**src/hw/afe_power_hpf_pkg.sv**
```systemverilog
// Constants and types for the front end power-level and filter-switch registers.
// Assumes an APB slave with 32-bit data; register indices are scaled by four.
package afe_power_hpf_pkg;

  localparam int unsigned REG_W         = 16;
  localparam int unsigned CHANNELS      = 16;
  localparam int unsigned GROUPS        = 4;
  localparam int unsigned ADDR_W        = 12;

  // Register indices; byte address is four times the index
  localparam logic [7:0] LOW_POWER_IDX   = 8'hc8;
  localparam logic [7:0] MID_POWER_IDX   = 8'hce;
  localparam logic [7:0] FILTER_SW_IDX   = 8'he6;
  localparam logic [7:0] STATUS_IDX      = 8'hf0;

  localparam logic [ADDR_W-1:0] LOW_POWER_ADDR = {2'h0, LOW_POWER_IDX, 2'h0};
  localparam logic [ADDR_W-1:0] MID_POWER_ADDR = {2'h0, MID_POWER_IDX, 2'h0};
  localparam logic [ADDR_W-1:0] FILTER_SW_ADDR = {2'h0, FILTER_SW_IDX, 2'h0};
  localparam logic [ADDR_W-1:0] STATUS_ADDR    = {2'h0, STATUS_IDX, 2'h0};

  // Field positions
  localparam int unsigned REDUCED_POWER_BIT = 12;
  localparam int unsigned MID_POWER_BIT     = 14;
  localparam int unsigned SOURCE_BIT        = 4;
  localparam int unsigned GROUP_LSB         = 0;

  // Values after reset
  localparam logic [REG_W-1:0] LOW_POWER_RESET = 16'h0000;
  localparam logic [REG_W-1:0] MID_POWER_RESET = 16'h0000;
  localparam logic [REG_W-1:0] FILTER_SW_RESET = 16'h0000;

  typedef enum logic [1:0] {
    POWER_DEFAULT,
    POWER_MEDIUM,
    POWER_LOW
  } power_level_t;

  // Block state as software sees it in the status word
  typedef struct packed {
    logic [CHANNELS-1:0] filter_connect;
    logic [11:0]         spare;
    logic                cw_mode;
    logic                hpf_powered;
    power_level_t        power_level;
  } status_word_t;

endpackage

```
**src/hw/afe_power_hpf_regs.sv**
```systemverilog
// APB register bank selecting amplifier power level and input filter switching.
// Assumes mode and receive-switch pins are asynchronous; all else on pclk.
//
// Register access over APB is this design's own decision.
`timescale 1ns/1ps
`default_nettype none

module afe_power_hpf_regs #(
  parameter int unsigned CHANNELS = 16,
  parameter int unsigned GROUPS   = 4
) (
  input  wire logic                                     pclk,
  input  wire logic                                     presetn,
  input  wire logic                                     psel,
  input  wire logic                                     penable,
  input  wire logic                                     pwrite,
  input  wire logic [afe_power_hpf_pkg::ADDR_W-1:0]     paddr,
  input  wire logic [31:0]                              pwdata,
  output var  logic [31:0]                              prdata,
  output var  logic                                     pready,
  output var  logic                                     pslverr,
  input  wire logic                                     continuous_wave_mode,
  input  wire logic [CHANNELS-1:0]                      receive_switch_pin,
  output var  afe_power_hpf_pkg::power_level_t          power_level,
  output var  logic [CHANNELS-1:0]                      filter_connect,
  output var  logic                                     hpf_powered
);

  // Group decode assumes four groups of four; other counts cannot be served
  if (CHANNELS != afe_power_hpf_pkg::CHANNELS ||
      GROUPS != afe_power_hpf_pkg::GROUPS) begin : g_bad_counts
    $error("Channel and group counts must match the register layout");
  end

  localparam int unsigned PER_GROUP = CHANNELS / GROUPS;

  logic [afe_power_hpf_pkg::REG_W-1:0] low_power_reg;
  logic [afe_power_hpf_pkg::REG_W-1:0] mid_power_reg;
  logic [afe_power_hpf_pkg::REG_W-1:0] filter_sw_reg;
  logic                                cw_meta_reg;
  logic                                cw_sync_reg;
  logic [CHANNELS-1:0]                 pin_meta_reg;
  logic [CHANNELS-1:0]                 pin_sync_reg;
  logic [31:0]                         prdata_reg;
  logic                                pready_reg;
  logic                                pslverr_reg;
  afe_power_hpf_pkg::power_level_t     power_level_reg;
  afe_power_hpf_pkg::power_level_t     power_level_next;
  logic [CHANNELS-1:0]                 filter_connect_reg;
  logic [CHANNELS-1:0]                 filter_connect_next;
  logic                                hpf_powered_reg;

  // Bus decode
  wire logic access_first = psel && penable && !pready_reg;
  wire logic access_done  = psel && penable && pready_reg;
  wire logic hit_low      = (paddr == afe_power_hpf_pkg::LOW_POWER_ADDR);
  wire logic hit_mid      = (paddr == afe_power_hpf_pkg::MID_POWER_ADDR);
  wire logic hit_filter   = (paddr == afe_power_hpf_pkg::FILTER_SW_ADDR);
  wire logic hit_status   = (paddr == afe_power_hpf_pkg::STATUS_ADDR);
  wire logic hit_any      = hit_low || hit_mid || hit_filter || hit_status;
  wire logic do_write     = access_done && pwrite && !pslverr_reg;
  wire logic [15:0] wdata = pwdata[15:0];

  // Decoded controls
  wire logic reduced_power_sel    = low_power_reg[afe_power_hpf_pkg::REDUCED_POWER_BIT];
  wire logic mid_power_sel        = mid_power_reg[afe_power_hpf_pkg::MID_POWER_BIT];
  wire logic filter_switch_source = filter_sw_reg[afe_power_hpf_pkg::SOURCE_BIT];
  wire logic [GROUPS-1:0] group_filter_connect =
    filter_sw_reg[afe_power_hpf_pkg::GROUP_LSB +: GROUPS];

  afe_power_hpf_pkg::status_word_t status_word;
  assign status_word.filter_connect = filter_connect_reg;
  assign status_word.spare          = 12'h000;
  assign status_word.cw_mode        = cw_sync_reg;
  assign status_word.hpf_powered    = hpf_powered_reg;
  assign status_word.power_level    = power_level_reg;

  wire logic [31:0] read_value =
    hit_low    ? {16'h0000, low_power_reg} :
    hit_mid    ? {16'h0000, mid_power_reg} :
    hit_filter ? {16'h0000, filter_sw_reg} :
    hit_status ? status_word : 32'h0000_0000;

  // Power level: continuous-wave mode ignores both selections, low beats medium
  assign power_level_next =
    cw_sync_reg       ? afe_power_hpf_pkg::POWER_DEFAULT :
    reduced_power_sel ? afe_power_hpf_pkg::POWER_LOW :
    mid_power_sel     ? afe_power_hpf_pkg::POWER_MEDIUM :
                        afe_power_hpf_pkg::POWER_DEFAULT;

  // Under pin control, pin high means the channel is in its protect phase and the filter is detached
  generate
    for (genvar ch = 0; ch < CHANNELS; ch++) begin : g_channel
      assign filter_connect_next[ch] = filter_switch_source ?
        group_filter_connect[ch / PER_GROUP] :
        !pin_sync_reg[ch];
    end
  endgenerate

  // Pins cross from outside the clock domain
  always_ff @(posedge pclk or negedge presetn) begin
    if (!presetn) begin
      cw_meta_reg  <= 1'b0;
      cw_sync_reg  <= 1'b0;
      pin_meta_reg <= '0;
      pin_sync_reg <= '0;
    end else begin
      cw_meta_reg  <= continuous_wave_mode;
      cw_sync_reg  <= cw_meta_reg;
      pin_meta_reg <= receive_switch_pin;
      pin_sync_reg <= pin_meta_reg;
    end
  end

  // Unused bits are stored as written; software keeps them zero
  always_ff @(posedge pclk or negedge presetn) begin
    if (!presetn) begin
      low_power_reg <= afe_power_hpf_pkg::LOW_POWER_RESET;
      mid_power_reg <= afe_power_hpf_pkg::MID_POWER_RESET;
      filter_sw_reg <= afe_power_hpf_pkg::FILTER_SW_RESET;
    end else if (do_write) begin
      if (hit_low) begin
        low_power_reg <= wdata;
      end else if (hit_mid) begin
        mid_power_reg <= wdata;
      end else if (hit_filter) begin
        filter_sw_reg <= wdata;
      end
    end
  end

  // Two-cycle access: answer is prepared in the first access cycle
  always_ff @(posedge pclk or negedge presetn) begin
    if (!presetn) begin
      pready_reg  <= 1'b0;
      pslverr_reg <= 1'b0;
      prdata_reg  <= 32'h0000_0000;
    end else begin
      pready_reg  <= access_first;
      pslverr_reg <= access_first && (!hit_any || (pwrite && hit_status));
      prdata_reg  <= (access_first && !pwrite) ? read_value : 32'h0000_0000;
    end
  end

  // Filter stays powered whatever its link state, so overload recovery is fast
  always_ff @(posedge pclk or negedge presetn) begin
    if (!presetn) begin
      power_level_reg    <= afe_power_hpf_pkg::POWER_DEFAULT;
      filter_connect_reg <= '0;
      hpf_powered_reg    <= 1'b0;
    end else begin
      power_level_reg    <= power_level_next;
      filter_connect_reg <= filter_connect_next;
      hpf_powered_reg    <= 1'b1;
    end
  end

  assign prdata         = prdata_reg;
  assign pready         = pready_reg;
  assign pslverr        = pslverr_reg;
  assign power_level    = power_level_reg;
  assign filter_connect = filter_connect_reg;
  assign hpf_powered    = hpf_powered_reg;

  a_low_power_take: assert property (@(posedge pclk) disable iff (!presetn)
    (reduced_power_sel && !cw_sync_reg) |=> (power_level_reg == afe_power_hpf_pkg::POWER_LOW))
    else $error("Low power not applied");

  a_default_level: assert property (@(posedge pclk) disable iff (!presetn)
    (!reduced_power_sel && !mid_power_sel) |=>
      (power_level_reg == afe_power_hpf_pkg::POWER_DEFAULT))
    else $error("Level left default without selection");

  a_cw_ignores_low: assert property (@(posedge pclk) disable iff (!presetn)
    (cw_sync_reg && reduced_power_sel) |=>
      (power_level_reg == afe_power_hpf_pkg::POWER_DEFAULT))
    else $error("Low power applied in continuous-wave mode");

  a_mid_power_take: assert property (@(posedge pclk) disable iff (!presetn)
    (mid_power_sel && !reduced_power_sel && !cw_sync_reg) |=>
      (power_level_reg == afe_power_hpf_pkg::POWER_MEDIUM))
    else $error("Medium power not applied");

  a_low_wins_mid: assert property (@(posedge pclk) disable iff (!presetn)
    (mid_power_sel && reduced_power_sel && !cw_sync_reg) |=>
      (power_level_reg == afe_power_hpf_pkg::POWER_LOW))
    else $error("Medium power overrode low power");

  a_cw_ignores_mid: assert property (@(posedge pclk) disable iff (!presetn)
    cw_sync_reg |=> (power_level_reg != afe_power_hpf_pkg::POWER_MEDIUM))
    else $error("Medium power applied in continuous-wave mode");

  a_pin_source: assert property (@(posedge pclk) disable iff (!presetn)
    !filter_switch_source |=> (filter_connect_reg == ~$past(pin_sync_reg)))
    else $error("Filter link does not follow switch pins");

  a_group_source: assert property (@(posedge pclk) disable iff (!presetn)
    filter_switch_source |=>
      (filter_connect_reg == {{4{$past(filter_sw_reg[3])}}, {4{$past(filter_sw_reg[2])}},
                              {4{$past(filter_sw_reg[1])}}, {4{$past(filter_sw_reg[0])}}}))
    else $error("Filter link does not follow group bits");

  a_group_detach: assert property (@(posedge pclk) disable iff (!presetn)
    (filter_switch_source && !filter_sw_reg[0]) |=> (filter_connect_reg[3:0] == 4'h0))
    else $error("Group one filter not detached");

  a_filter_powered: assert property (@(posedge pclk) disable iff (!presetn)
    $past(hpf_powered_reg) |-> hpf_powered_reg)
    else $error("Filter powered down");

  a_write_stores: assert property (@(posedge pclk) disable iff (!presetn)
    (do_write && hit_mid) |=> (mid_power_reg == $past(pwdata[15:0])))
    else $error("Write to mid-power register lost");

  a_ready_pulse: assert property (@(posedge pclk) disable iff (!presetn)
    (psel && penable && !pready_reg) |=> pready_reg ##1 !pready_reg)
    else $error("Ready not a single-cycle answer");

  a_unmapped_err: assert property (@(posedge pclk) disable iff (!presetn)
    (access_first && !hit_any) |=>
      (pslverr_reg && pready_reg && (prdata_reg == 32'h0000_0000)))
    else $error("Unmapped access not refused");

  a_status_no_write: assert property (@(posedge pclk) disable iff (!presetn)
    (access_first && pwrite && hit_status) |=>
      (pslverr_reg && pready_reg))
    else $error("Write to status not refused");

  a_error_with_ready: assert property (@(posedge pclk) disable iff (!presetn)
    pslverr_reg |->
      pready_reg)
    else $error("Error flag without ready");

  a_idle_no_ready: assert property (@(posedge pclk) disable iff (!presetn)
    !(psel && penable) |=>
      !pready_reg)
    else $error("Ready raised outside an access");

  a_prdata_idle: assert property (@(posedge pclk) disable iff (!presetn)
    !pready_reg |->
      (prdata_reg == 32'h0000_0000))
    else $error("Read data not zero outside an answer");

  a_read_low: assert property (@(posedge pclk) disable iff (!presetn)
    (access_first && !pwrite && hit_low) |=>
      (prdata_reg == {16'h0000, $past(low_power_reg)}))
    else $error("Low-power register read wrong");

  a_read_mid: assert property (@(posedge pclk) disable iff (!presetn)
    (access_first && !pwrite && hit_mid) |=>
      (prdata_reg == {16'h0000, $past(mid_power_reg)}))
    else $error("Mid-power register read wrong");

  a_read_filter: assert property (@(posedge pclk) disable iff (!presetn)
    (access_first && !pwrite && hit_filter) |=>
      (prdata_reg == {16'h0000, $past(filter_sw_reg)}))
    else $error("Filter switch register read wrong");

  a_read_status: assert property (@(posedge pclk) disable iff (!presetn)
    (access_first && !pwrite && hit_status) |=>
      (prdata_reg == $past(status_word)))
    else $error("Status read wrong");

  a_write_low_stores: assert property (@(posedge pclk) disable iff (!presetn)
    (do_write && hit_low) |=>
      (low_power_reg == $past(pwdata[15:0])))
    else $error("Write to low-power register lost");

  a_write_filter_stores: assert property (@(posedge pclk) disable iff (!presetn)
    (do_write && hit_filter) |=>
      (filter_sw_reg == $past(pwdata[15:0])))
    else $error("Write to filter switch register lost");

  a_error_no_write: assert property (@(posedge pclk) disable iff (!presetn)
    (access_done && pwrite && pslverr_reg) |=>
      ($stable(low_power_reg) && $stable(mid_power_reg) && $stable(filter_sw_reg)))
    else $error("Refused write changed a register");

  a_cw_default: assert property (@(posedge pclk) disable iff (!presetn)
    cw_sync_reg |=>
      (power_level_reg == afe_power_hpf_pkg::POWER_DEFAULT))
    else $error("Power level not default in continuous-wave mode");

  a_pins_ignored: assert property (@(posedge pclk) disable iff (!presetn)
    (filter_switch_source && $stable(filter_sw_reg)) |=>
      $stable(filter_connect_reg))
    else $error("Switch pins moved the filter link under register control");

  a_detach_powered: assert property (@(posedge pclk) disable iff (!presetn)
    (filter_switch_source && (group_filter_connect == '0)) |=>
      ((filter_connect_reg == '0) && hpf_powered_reg))
    else $error("Detached filter lost power or stayed attached");

endmodule

`default_nettype wire

```
**config.mk**
```make
export PLATFORM = sky130hd
export DESIGN_NAME = afe_power_hpf_regs
export DESIGN_NICKNAME = d
export VERILOG_FILES = /design/src/hw/afe_power_hpf_pkg.sv /design/src/hw/afe_power_hpf_regs.sv
export SDC_FILE = /design/constraint.sdc
export NUM_CORES = 1
export LEC_CHECK = 0
export BUFFER_PORTS_ARGS = -buffer_cell sky130_fd_sc_hd__buf_2
export CAP_MARGIN = 40
export CORE_MARGIN = 8
export CORE_UTILIZATION = 40
export DETAILED_ROUTE_END_ITERATION = 8
export PLACE_DENSITY = 0.69
export SLEW_MARGIN = 40
export SYNTH_ARGS = -nofsm -noshare
export SYNTH_HDL_FRONTEND = slang
export SYNTH_SLANG_ARGS = --single-unit
```
**constraint.sdc**
```tcl
create_clock -name pclk -period 1.45 [get_ports pclk]
set_input_delay 0.29 -clock pclk [delete_from_list [all_inputs] [get_ports pclk]]
set_output_delay 0.29 -clock pclk [all_outputs]
set_load 0.03 [all_outputs]
```
; ---- Word level (Yosys, flattened, before mapping)
; Index checks and enable logic that the tools add are counted.
; W data, S select, Z words.
[word_totals]
reg_bits = 135
input_bits = 66
output_inout_bits = 53
word_cells = 78
[op_classes]
n_eq_ne = 4
n_mux = 24
n_bitwise = 2
reduce_logical = 35
[op_table]
columns = op, n
row1 = $mux W32, 5
row2 = $eq A12 B10 Y1 const B, 4
row3 = $logic_not A1 Y1, 20
row4 = $mux W1, 17
row5 = $logic_and A1 B1 Y1, 8
row6 = $logic_or A1 B1 Y1, 4
row7 = $mux W2, 2
row8 = $reduce_and A4 Y1, 1
row9 = $reduce_and A3 Y1, 1
row10 = $not A1 Y1, 2
row11 = $reduce_and A2 Y1, 1

; ---- Depth between registers and ports, before layout
; Gate-level depths: netlist of run 1.
[depth]
word_depth = 7
mapped_depth = 5
mapped_depth_nobuf = 4

; ---- Least setup slack after synthesis of run 1
; OpenSTA, ideal clock, no wires.
[synth_path]
kind = in2reg
start = input port paddr[11] (netlist name)
end = register low_power_reg[10] (netlist name)
setup_ps = 125
arrival_time_ps = 1775
required_ps = 1325
slack_ps = -450
stages = 5
n_path_buf = 1
path_cell_list = nor4bb_1 -> nand4_1 -> nor3_2 -> buf_4 -> mux2_2
[synth_via]
elab_chain_len = 2
[synth_lines]
columns = item, line
row1 = from (decl), afe_power_hpf_regs.sv:17  ; input wire logic [afe_power_hpf_pkg::ADDR_W-1:0] paddr,
row2 = $eq A12 B10 Y1, afe_power_hpf_regs.sv:56  ; wire logic hit_low = (paddr == afe_power_hpf_pkg::LOW_POWER_ADDR);
row3 = $reduce_and A2 Y1 (no source line), n/a
row4 = to (signal assigned), afe_power_hpf_regs.sv:118  ; low_power_reg <= afe_power_hpf_pkg::LOW_POWER_RESET;
row5 = to (signal assigned), afe_power_hpf_regs.sv:123  ; low_power_reg <= wdata;
row6 = to (decl), afe_power_hpf_regs.sv:37  ; logic [afe_power_hpf_pkg::REG_W-1:0] low_power_reg;
; No other way between the ends.
; A chain may end at the register's enable or synchronous reset.

; ---- Final worst setup path of run 1
[layout_path]
start = register pready_reg (netlist: pready)
end = register mid_power_reg[10] (netlist name)
[layout_via]
elab_chain_len = 4
[layout_lines]
columns = item, line
row1 = from (decl), afe_power_hpf_regs.sv:45  ; logic pready_reg;
row2 = from (signal assigned), afe_power_hpf_regs.sv:139  ; pready_reg <= access_first;
row3 = $logic_and A1 B1 Y1, afe_power_hpf_regs.sv:55  ; wire logic access_done = psel && penable && pready_reg;
row4 = $logic_and A1 B1 Y1 (2 in a row), afe_power_hpf_regs.sv:61  ; wire logic do_write = access_done && pwrite && !pslverr_reg;
row5 = $reduce_and A3 Y1 (no source line), n/a
row6 = to (signal assigned), afe_power_hpf_regs.sv:119  ; mid_power_reg <= afe_power_hpf_pkg::MID_POWER_RESET;
row7 = to (signal assigned), afe_power_hpf_regs.sv:125  ; mid_power_reg <= wdata;
row8 = to (decl), afe_power_hpf_regs.sv:38  ; logic [afe_power_hpf_pkg::REG_W-1:0] mid_power_reg;
; No other way between the ends.

==> impl_summary.txt, run 1 <==
----------------------------------------------------
[Worst setup path]
  Worst reg-to-reg setup slack ... -0.15 ns
  Data arrival time of the critical path ... 1.89 ns
  Type of element capturing the critical path ... flip-flop
  Depth of the worst register-to-register path ... 7
  Data required, critical path ... 1.74 ns
  Worst setup SP type ... flip-flop
  Crit Path Class ... flip-flop to flip-flop
  Reg-to-reg endpoint ... mid_power_reg[10]
  Crit-path max FO ... 8
  Crit path to ... mid_power_reg[10]
  Worst setup path startpoint ... pready
  Worst R2R Start ... pready

[Power]
  Max VDD drop ... 0.579 mV
  Net switching power ... 1.89 mW
  Internal Power ... 6.28 mW
  Combinational Power Share ... 5.4%
  Net switching share of the total power ... 23.2%
  Part of the total power dissipated in sequential elements ... 47.4%
  Total power density per cell area ... 1180 nW/um^2
  Pleak ... 3.49 nW
  Clock Power Share ... 47.2%

[Run status]
  Failing checks ... setup timing
  Status ... finished, violations left

[Floorplanning]
  Width of the die ... 126 um
  Height of the chip ... 126 um
  Placeable core region ... 11900 sq um
  FP Rows ... 40
  Full die area ... 15900 sq um
  Boundary pin count ... 119
  Initial Util ... 40.6%

[Clocking]
  CTS tree ... built
  Cts bufs inserted ... 17
  Number of H-tree branching levels ... 4
  Cell chosen for the clock root ... sky130_fd_sc_hd__clkbuf_16
  Worst-case clock buffer depth ... 2
  Clock tree sinks ... 135
  Post-CTS clock slew at the launch and capture registers of the worst setup and hold paths ... 0.06 ns
  Clk_lat worst skew ... 0.41 ns

[Logic synthesis]
  Synthesized area ... 4840 sq um
  Synth Flop Type ... sky130_fd_sc_hd__dfrtp_1
  Proportion of synthesized flip-flops having asynchronous set or reset ... 100%
  Post-synthesis sequential area ratio ... 69.8%
  Number of enable flip-flop cells after synthesis ... 0
  Count of unique library cells instantiated by Yosys ... 37
  Cell count after synthesis ... 312
  Synth Warn # ... 0
  Mean instance size in the synthesized netlist ... 15.5 sq um
  Post-synthesis register bit count ... 135
  Top cells by area, synth ... sky130_fd_sc_hd__dfrtp_1, sky130_fd_sc_hd__mux2_4, sky130_fd_sc_hd__mux2_2, sky130_fd_sc_hd__and2_1, sky130_fd_sc_hd__o2bb2ai_1
  Fraction of synthesized cell area taken by the top area cell type ... 69.8%
  Dominant cell type by area after synthesis ... sky130_fd_sc_hd__dfrtp_1
  Net count after synthesis ... 378

[STA]
  Final critical-path setup slack ... -0.148 ns
  Final clock skew ... 0.00537 ns
  Setup Viol. Count Final ... 48
  Final worst-path cycle share ... 110%
  Minimum period implied by the final worst setup slack ... 1.60 ns
  RSZ-0062 raised after global routing ... yes
  Worst Hold Slack ... 0.141 ns
  Final Max Slew Viols ... 0
  Max Clock Freq ... 626 MHz
  Final count of hold timing violations ... 0
  Setup TNS Final ... -4.73 ns

[Worst hold path]
  Worst Hold Launch ... pwdata[3]
  Type of the most critical hold path ... input port to flip-flop

[Placement]
  Count of buffers inserted at the top-level ports ... 102
  Worst Setup Slack post-DPL ... -0.466 ns
  Placer's final routability congestion estimate ... 0.846
  Number of placed instances, taps included ... 591
  Total half-perimeter wirelength after legalization and detailed placement ... 8080 um

[Detailed routing]
  Detailed Route WL ... 12000 um
  Via total after detailed routing ... 3224
  Final ANT Viol Nets ... 0
  Iteration count of the initial detailed-routing pass ... 4
  WL per Instance ... 18.5 um
  Count of unresolved DRC violations after routing ... 0
  Vias per cell ... 4.98
  Number of DRC markers in iteration 0 ... 156

[Global routing]
  Wire length of the first global-routing pass ... 19100 um
  Total gr overflow ... 0
  Maximum number of pins on one net before global-route repair ... 45
  Via count of the first global-routing pass ... 3528
  Global-route usage over all layers ... 15.4%
  Initial antenna violation count ... 1

[Job]
  Max Cap Violations ... 0

[Layout]
  Antenna diode instance count ... 0
  Ratio of cells with drive above 1 in the final layout ... 50.3%
  Area overhead of the layout relative to synthesis ... 43.4%
  Fraction of the core area covered by cells at the end of the flow ... 58.2%
  Fin cells ... 648
  Filler cell count ... 958
  Number of nets in the layout ... 554
  Largest register FFs ... 32

----------------------------------------------------
==> power groups by stage <==
| stage | clock network [mW] | registers (mW) | logic (mW) |
|---|---|---|---|
| after global routing | 4.10 | 3.88 | 0.480 |
| after global placement | 0 | 3.94 | 0.378 |
| after CTS | 3.94 | 3.87 | 0.434 |
| after detailed placement | 0 | 3.94 | 0.390 |
| after floorplan | 0 | 3.99 | 0.0564 |
| final | 3.86 | 3.87 | 0.439 |
==> cells in the mapped netlist (2+ instances only) <==
library cell and instances:
sky130_fd_sc_hd__and3_1 5, sky130_fd_sc_hd__nor2_1 7, sky130_fd_sc_hd__and2_1 20, sky130_fd_sc_hd__nand2_1 3, sky130_fd_sc_hd__nand2_4 2, sky130_fd_sc_hd__o2bb2ai_1 12, sky130_fd_sc_hd__dfrtp_1 135, sky130_fd_sc_hd__a22oi_1 12
sky130_fd_sc_hd__buf_6 2, sky130_fd_sc_hd__nand3_1 5, sky130_fd_sc_hd__o22ai_1 5, sky130_fd_sc_hd__nor2b_1 2, sky130_fd_sc_hd__nand4_1 4, sky130_fd_sc_hd__clkbuf_1 6, sky130_fd_sc_hd__mux2_1 3, sky130_fd_sc_hd__mux2_4 20
sky130_fd_sc_hd__a211oi_1 4, sky130_fd_sc_hd__a21oi_1 16, sky130_fd_sc_hd__mux2_2 25, sky130_fd_sc_hd__o21ai_0 4, sky130_fd_sc_hd__nand2b_1 2, sky130_fd_sc_hd__nor3_1 3
==> worst max-delay path: stages (launching register included) <==
cell and delay, ns:
sky130_fd_sc_hd__dfrtp_2 0.35, sky130_fd_sc_hd__nand4_1 0.12, sky130_fd_sc_hd__buf_4 0.18, sky130_fd_sc_hd__nor4_4 0.11, sky130_fd_sc_hd__buf_4 0.17, sky130_fd_sc_hd__nand2_4 0.08, sky130_fd_sc_hd__buf_12 0.16, sky130_fd_sc_hd__mux2_4 0.30
==> how the worst min path moves through the flow <==
| stage | endpoint | depth (start not counted) |
|---|---|---|
| final | low_power_reg[3] | 2 |
| after global routing | low_power_reg[2] | 2 |
| after CTS | low_power_reg[3] | 2 |
| after detailed placement | pin_sync_reg[0] | 1 |
| after global placement | pin_meta_reg[0] | 1 |
| after floorplan | cw_meta_reg | 0 |
==> kinds of logic (layout without fill, tap and decap cells) <==
| group | count (synthesis) | in the layout | synth area share, % |
|---|---|---|---|
| buffers and inverters | 11 | 200 | 1.27 |
| flip-flops | 135 | 135 | 69.8 |
| multiplexers | 48 | 48 | 12.7 |
| XOR/XNOR | 1 | 1 | 0.181 |
| other | 1 | 1 | 0.0775 |
| AND/OR/NAND/NOR | 62 | 62 | 8.33 |
| AO/OA/AOI/OAI | 54 | 54 | 7.58 |
==> metal layers <==
layer	GRT usage [%]	vias to the layer above	wire, um
met4	5.73	2	180
met1	17.3	1652	4820
met2	26.7	81	6340
met3	5.15	14	620
met5	0	-	8
li1	-	1475	-
==> layout make-up <==
class / count / area (sq um) / area share (%)
repair buffers: 167 / 1190 / 17.2
inverters: 1 / 3.75 / 0.0541
flip-flops and latches: 135 / 3380 / 48.7
clock buffers: 20 / 447 / 6.44
multi-input cells: 166 / 1630 / 23.6
clock inverters: 12 / 95.1 / 1.37
well taps: 147 / 184 / 2.65
==> cell usage in the layout, fill, tap and decap left out, types with 2 or more instances in the layout <==
cell	count
sky130_fd_sc_hd__a211oi_1	4
sky130_fd_sc_hd__a21oi_1	16
sky130_fd_sc_hd__a22oi_1	12
sky130_fd_sc_hd__and2_1	19
sky130_fd_sc_hd__and3_1	4
sky130_fd_sc_hd__buf_12	6
sky130_fd_sc_hd__buf_2	98
sky130_fd_sc_hd__buf_4	34
sky130_fd_sc_hd__buf_6	8
sky130_fd_sc_hd__buf_8	2
sky130_fd_sc_hd__clkbuf_1	2
sky130_fd_sc_hd__clkbuf_16	17
sky130_fd_sc_hd__clkinv_4	3
sky130_fd_sc_hd__clkinvlp_4	5
sky130_fd_sc_hd__dfrtp_1	134
sky130_fd_sc_hd__dlygate4sd3_1	18
sky130_fd_sc_hd__inv_6	3
sky130_fd_sc_hd__mux2_2	9
sky130_fd_sc_hd__mux2_4	39
sky130_fd_sc_hd__nand2_1	3
sky130_fd_sc_hd__nand2_4	2
sky130_fd_sc_hd__nand2b_1	2
sky130_fd_sc_hd__nand3_1	5
sky130_fd_sc_hd__nand4_1	4
sky130_fd_sc_hd__nor2_1	6
sky130_fd_sc_hd__nor2b_1	2
sky130_fd_sc_hd__nor3_1	2
sky130_fd_sc_hd__nor3_4	2
sky130_fd_sc_hd__nor4_4	3
sky130_fd_sc_hd__o21ai_1	3
sky130_fd_sc_hd__o22ai_1	5
sky130_fd_sc_hd__o2bb2ai_2	9
sky130_fd_sc_hd__o2bb2ai_4	2
==> through the flow <==
stage	total power, mW	instance area [sq um]
2_1_floorplan	4.05	4940
3_3_place_gp	4.31	5970
3_5_place_dp	4.33	5970
4_1_cts	8.25	6820
5_1_grt	8.46	6940
6_report	8.17	6940
==> what timing repair did <==
item / in CTS / in global routing
pin swaps: 2 / 2
hold endpoints to repair: 55 / 0
gates cloned: 2 / 1
hold buffers: 18 / 0
buffers inserted: 3 / 3
setup endpoints to repair: 70 / 79
gates resized for setup: 14 / 30
No activity file was read; power rests on OpenSTA's default activity.
==> run 2: changes to the inputs <==
==> constraint.sdc (replaced) <==
create_clock -name pclk -period 1.4 [get_ports pclk]
set_input_delay 0.28 -clock pclk [delete_from_list [all_inputs] [get_ports pclk]]
set_output_delay 0.28 -clock pclk [all_outputs]
set_load 0.03 [all_outputs]
==> run 2 against run 1 <==
  * The flow still finishes with violations (setup timing)
  * Final cell count shrank 0.15%
  * Global-route usage grew 0.17 points
  * Critical path depth shrank 1
  * Design area grew 2.1%
  * Highest routed layer is now met4
  * Non-clock buffer count shrank 1
  * Flip-flop and latch count is the same
  * Sequential power grew 4%
  * Fmax shrank 1.4%
  * Combinational power grew 5.5%
  * Via count shrank 1.2%
  * Clock power grew 18%
==> impl_summary.txt, run 2 (synthesis results as in run 1) <==
----------------------------------------------------
[Run status]
  Status ... finished, violations left
  Failing checks ... setup timing

[Global routing]
  Total gr overflow ... 0
  Via count of the first global-routing pass ... 3607
  Initial antenna violation count ... 0
  Wire length of the first global-routing pass ... 19300 um
  Maximum number of pins on one net before global-route repair ... 34
  Global-route usage over all layers ... 15.6%

[Clocking]
  Worst-case clock buffer depth ... 2
  Clk_lat worst skew ... 0.41 ns
  Cts bufs inserted ... 17
  CTS tree ... built
  Clock tree sinks ... 135
  Post-CTS clock slew at the launch and capture registers of the worst setup and hold paths ... 0.06 ns
  Number of H-tree branching levels ... 4
  Cell chosen for the clock root ... sky130_fd_sc_hd__clkbuf_16

[Detailed routing]
  Count of unresolved DRC violations after routing ... 0
  Final ANT Viol Nets ... 0
  Detailed Route WL ... 12000 um
  Highest routing layer actually used ... met4
  Number of DRC markers in iteration 0 ... 212
  Iteration count of the initial detailed-routing pass ... 4
  Routed wire length on met2 ... 6290 um
  Vias per cell ... 4.92
  Detailed-route wire length on metal 1 ... 4900 um
  WL per Instance ... 18.6 um
  Total met3 wirelength after detailed routing ... 617 um
  Via total after detailed routing ... 3185

[Power]
  Total power density per cell area ... 1280 nW/um^2
  Max VDD drop ... 0.692 mV
  Final total power ... 9.03 mW
  Pleak ... 3.55 nW

[Worst setup path]
  Worst R2R Start ... pready
  Crit-path max FO ... 8
  Data arrival time of the critical path ... 1.91 ns
  Type of element capturing the critical path ... flip-flop
  Worst setup SP type ... flip-flop
  Data required, critical path ... 1.69 ns
  Reg-to-reg endpoint ... filter_sw_reg[10]
  Depth of the worst register-to-register path ... 6
  Worst reg-to-reg setup slack ... -0.22 ns
  Crit Path Class ... flip-flop to flip-flop

[Worst hold path]
  Type of the most critical hold path ... input port to flip-flop
  Terminating pin of the worst hold path ... mid_power_reg[13]
  Hold Path Depth ... 2
  Worst Hold Launch ... pwdata[13]

[STA]
  Final worst-path cycle share ... 116%
  RSZ-0062 raised after global routing ... yes
  Max Clock Freq ... 617 MHz
  Minimum period implied by the final worst setup slack ... 1.62 ns
  Setup Viol. Count Final ... 72
  Final Max Slew Viols ... 0
  Final critical-path setup slack ... -0.222 ns
  Final count of hold timing violations ... 0
  Final clock skew ... 0.00715 ns

[Layout]
  Largest register FFs ... 32
  Fin cells ... 647
  Fraction of the core area covered by cells at the end of the flow ... 59.4%
  Post-route cell area ... 7080 sq um
  Area overhead of the layout relative to synthesis ... 46.4%
  Number of nets in the layout ... 553
  Most common library cell in the layout ignoring fill and taps ... sky130_fd_sc_hd__dfrtp_1
  Antenna diode instance count ... 0
  Top library cells by usage in the layout, fill and taps aside ... sky130_fd_sc_hd__dfrtp_1, sky130_fd_sc_hd__buf_2, sky130_fd_sc_hd__mux2_4, sky130_fd_sc_hd__buf_4, sky130_fd_sc_hd__and2_1
  Ratio of cells with drive above 1 in the final layout ... 50.0%

[Floorplanning]
  Height of the chip ... 126 um
  Boundary pin count ... 119
  Width of the die ... 126 um
  Initial Util ... 40.6%
  Placeable core region ... 11900 sq um
  FP Rows ... 40
  Full die area ... 15900 sq um

[Placement]
  Worst Setup Slack post-DPL ... -0.553 ns
  Count of buffers inserted at the top-level ports ... 102
  Post-Place Cell Area ... 5970 sq um
  Total half-perimeter wirelength after legalization and detailed placement ... 8140 um
  Placer's final routability congestion estimate ... 0.852
  Number of placed instances, taps included ... 592

[Job]
  Max Cap Violations ... 0

----------------------------------------------------
run 2: worst max-delay path by stage:
stage          startpoint           endpoint  slack (ns)  depth (start not counted)
2_1_floorplan    paddr[6]  mid_power_reg[10]       -0.39                          5
3_3_place_gp     paddr[6]   mid_power_reg[3]       -0.51                          6
3_5_place_dp     paddr[6]   mid_power_reg[2]       -0.55                          6
4_1_cts            pready   low_power_reg[4]       -0.21                          5
5_1_grt            pready   filter_sw_reg[6]       -0.24                          6
6_report           pready  filter_sw_reg[10]       -0.22                          6
run 2: critical path: stages (launching register included):
cell and delay (ns):
sky130_fd_sc_hd__dfrtp_2 0.36, sky130_fd_sc_hd__nand4_1 0.16, sky130_fd_sc_hd__nor4_4 0.25, sky130_fd_sc_hd__buf_4 0.19, sky130_fd_sc_hd__nand2_4 0.08, sky130_fd_sc_hd__buf_12 0.16, sky130_fd_sc_hd__mux2_4 0.30
run 2: area by class of cell:
cell class	instances	area (sq um)
well taps	147	184
clock inverters	10	144
multi-input cells	166	1670
inverters	1	3.75
fillers	905	4830
repair buffers	166	1220
clock buffers	22	474
flip-flops and latches	135	3380
run 2: power breakdown:
group	internal [mW]	switching, mW	total, mW
Clock	2.95	1.61	4.56
Sequential	3.98	0.0306	4.01
Combinational	0.202	0.261	0.463
run 2: through the flow:
stage	setup TNS, ns	hold WS [ns]
after floorplan	-17.28	-0.0156
after CTS	-6.77	0.103
final	-9.70	0.139
after detailed placement	-35.13	0.192
after global placement	-32.59	0.185
after global routing	-12.30	0.123
run 2: per-layer routing:
| metal | vias to the layer above | GRT usage, % |
|---|---|---|
| met5 | - | 0 |
| met4 | 0 | 6.86 |
| met3 | 18 | 4.94 |
| met2 | 84 | 26.7 |
| met1 | 1606 | 17.5 |
| li1 | 1477 | - |
run 2: repair_timing:
item                                   4_1_cts  5_1_grt
pin swaps                                    6        4
buffers inserted                             3        1
hold buffers                                18        0
gates resized for setup                     30       16
endpoints found under the hold margin       44        0
cloned                                       1        1
setup endpoints to repair                   79       82
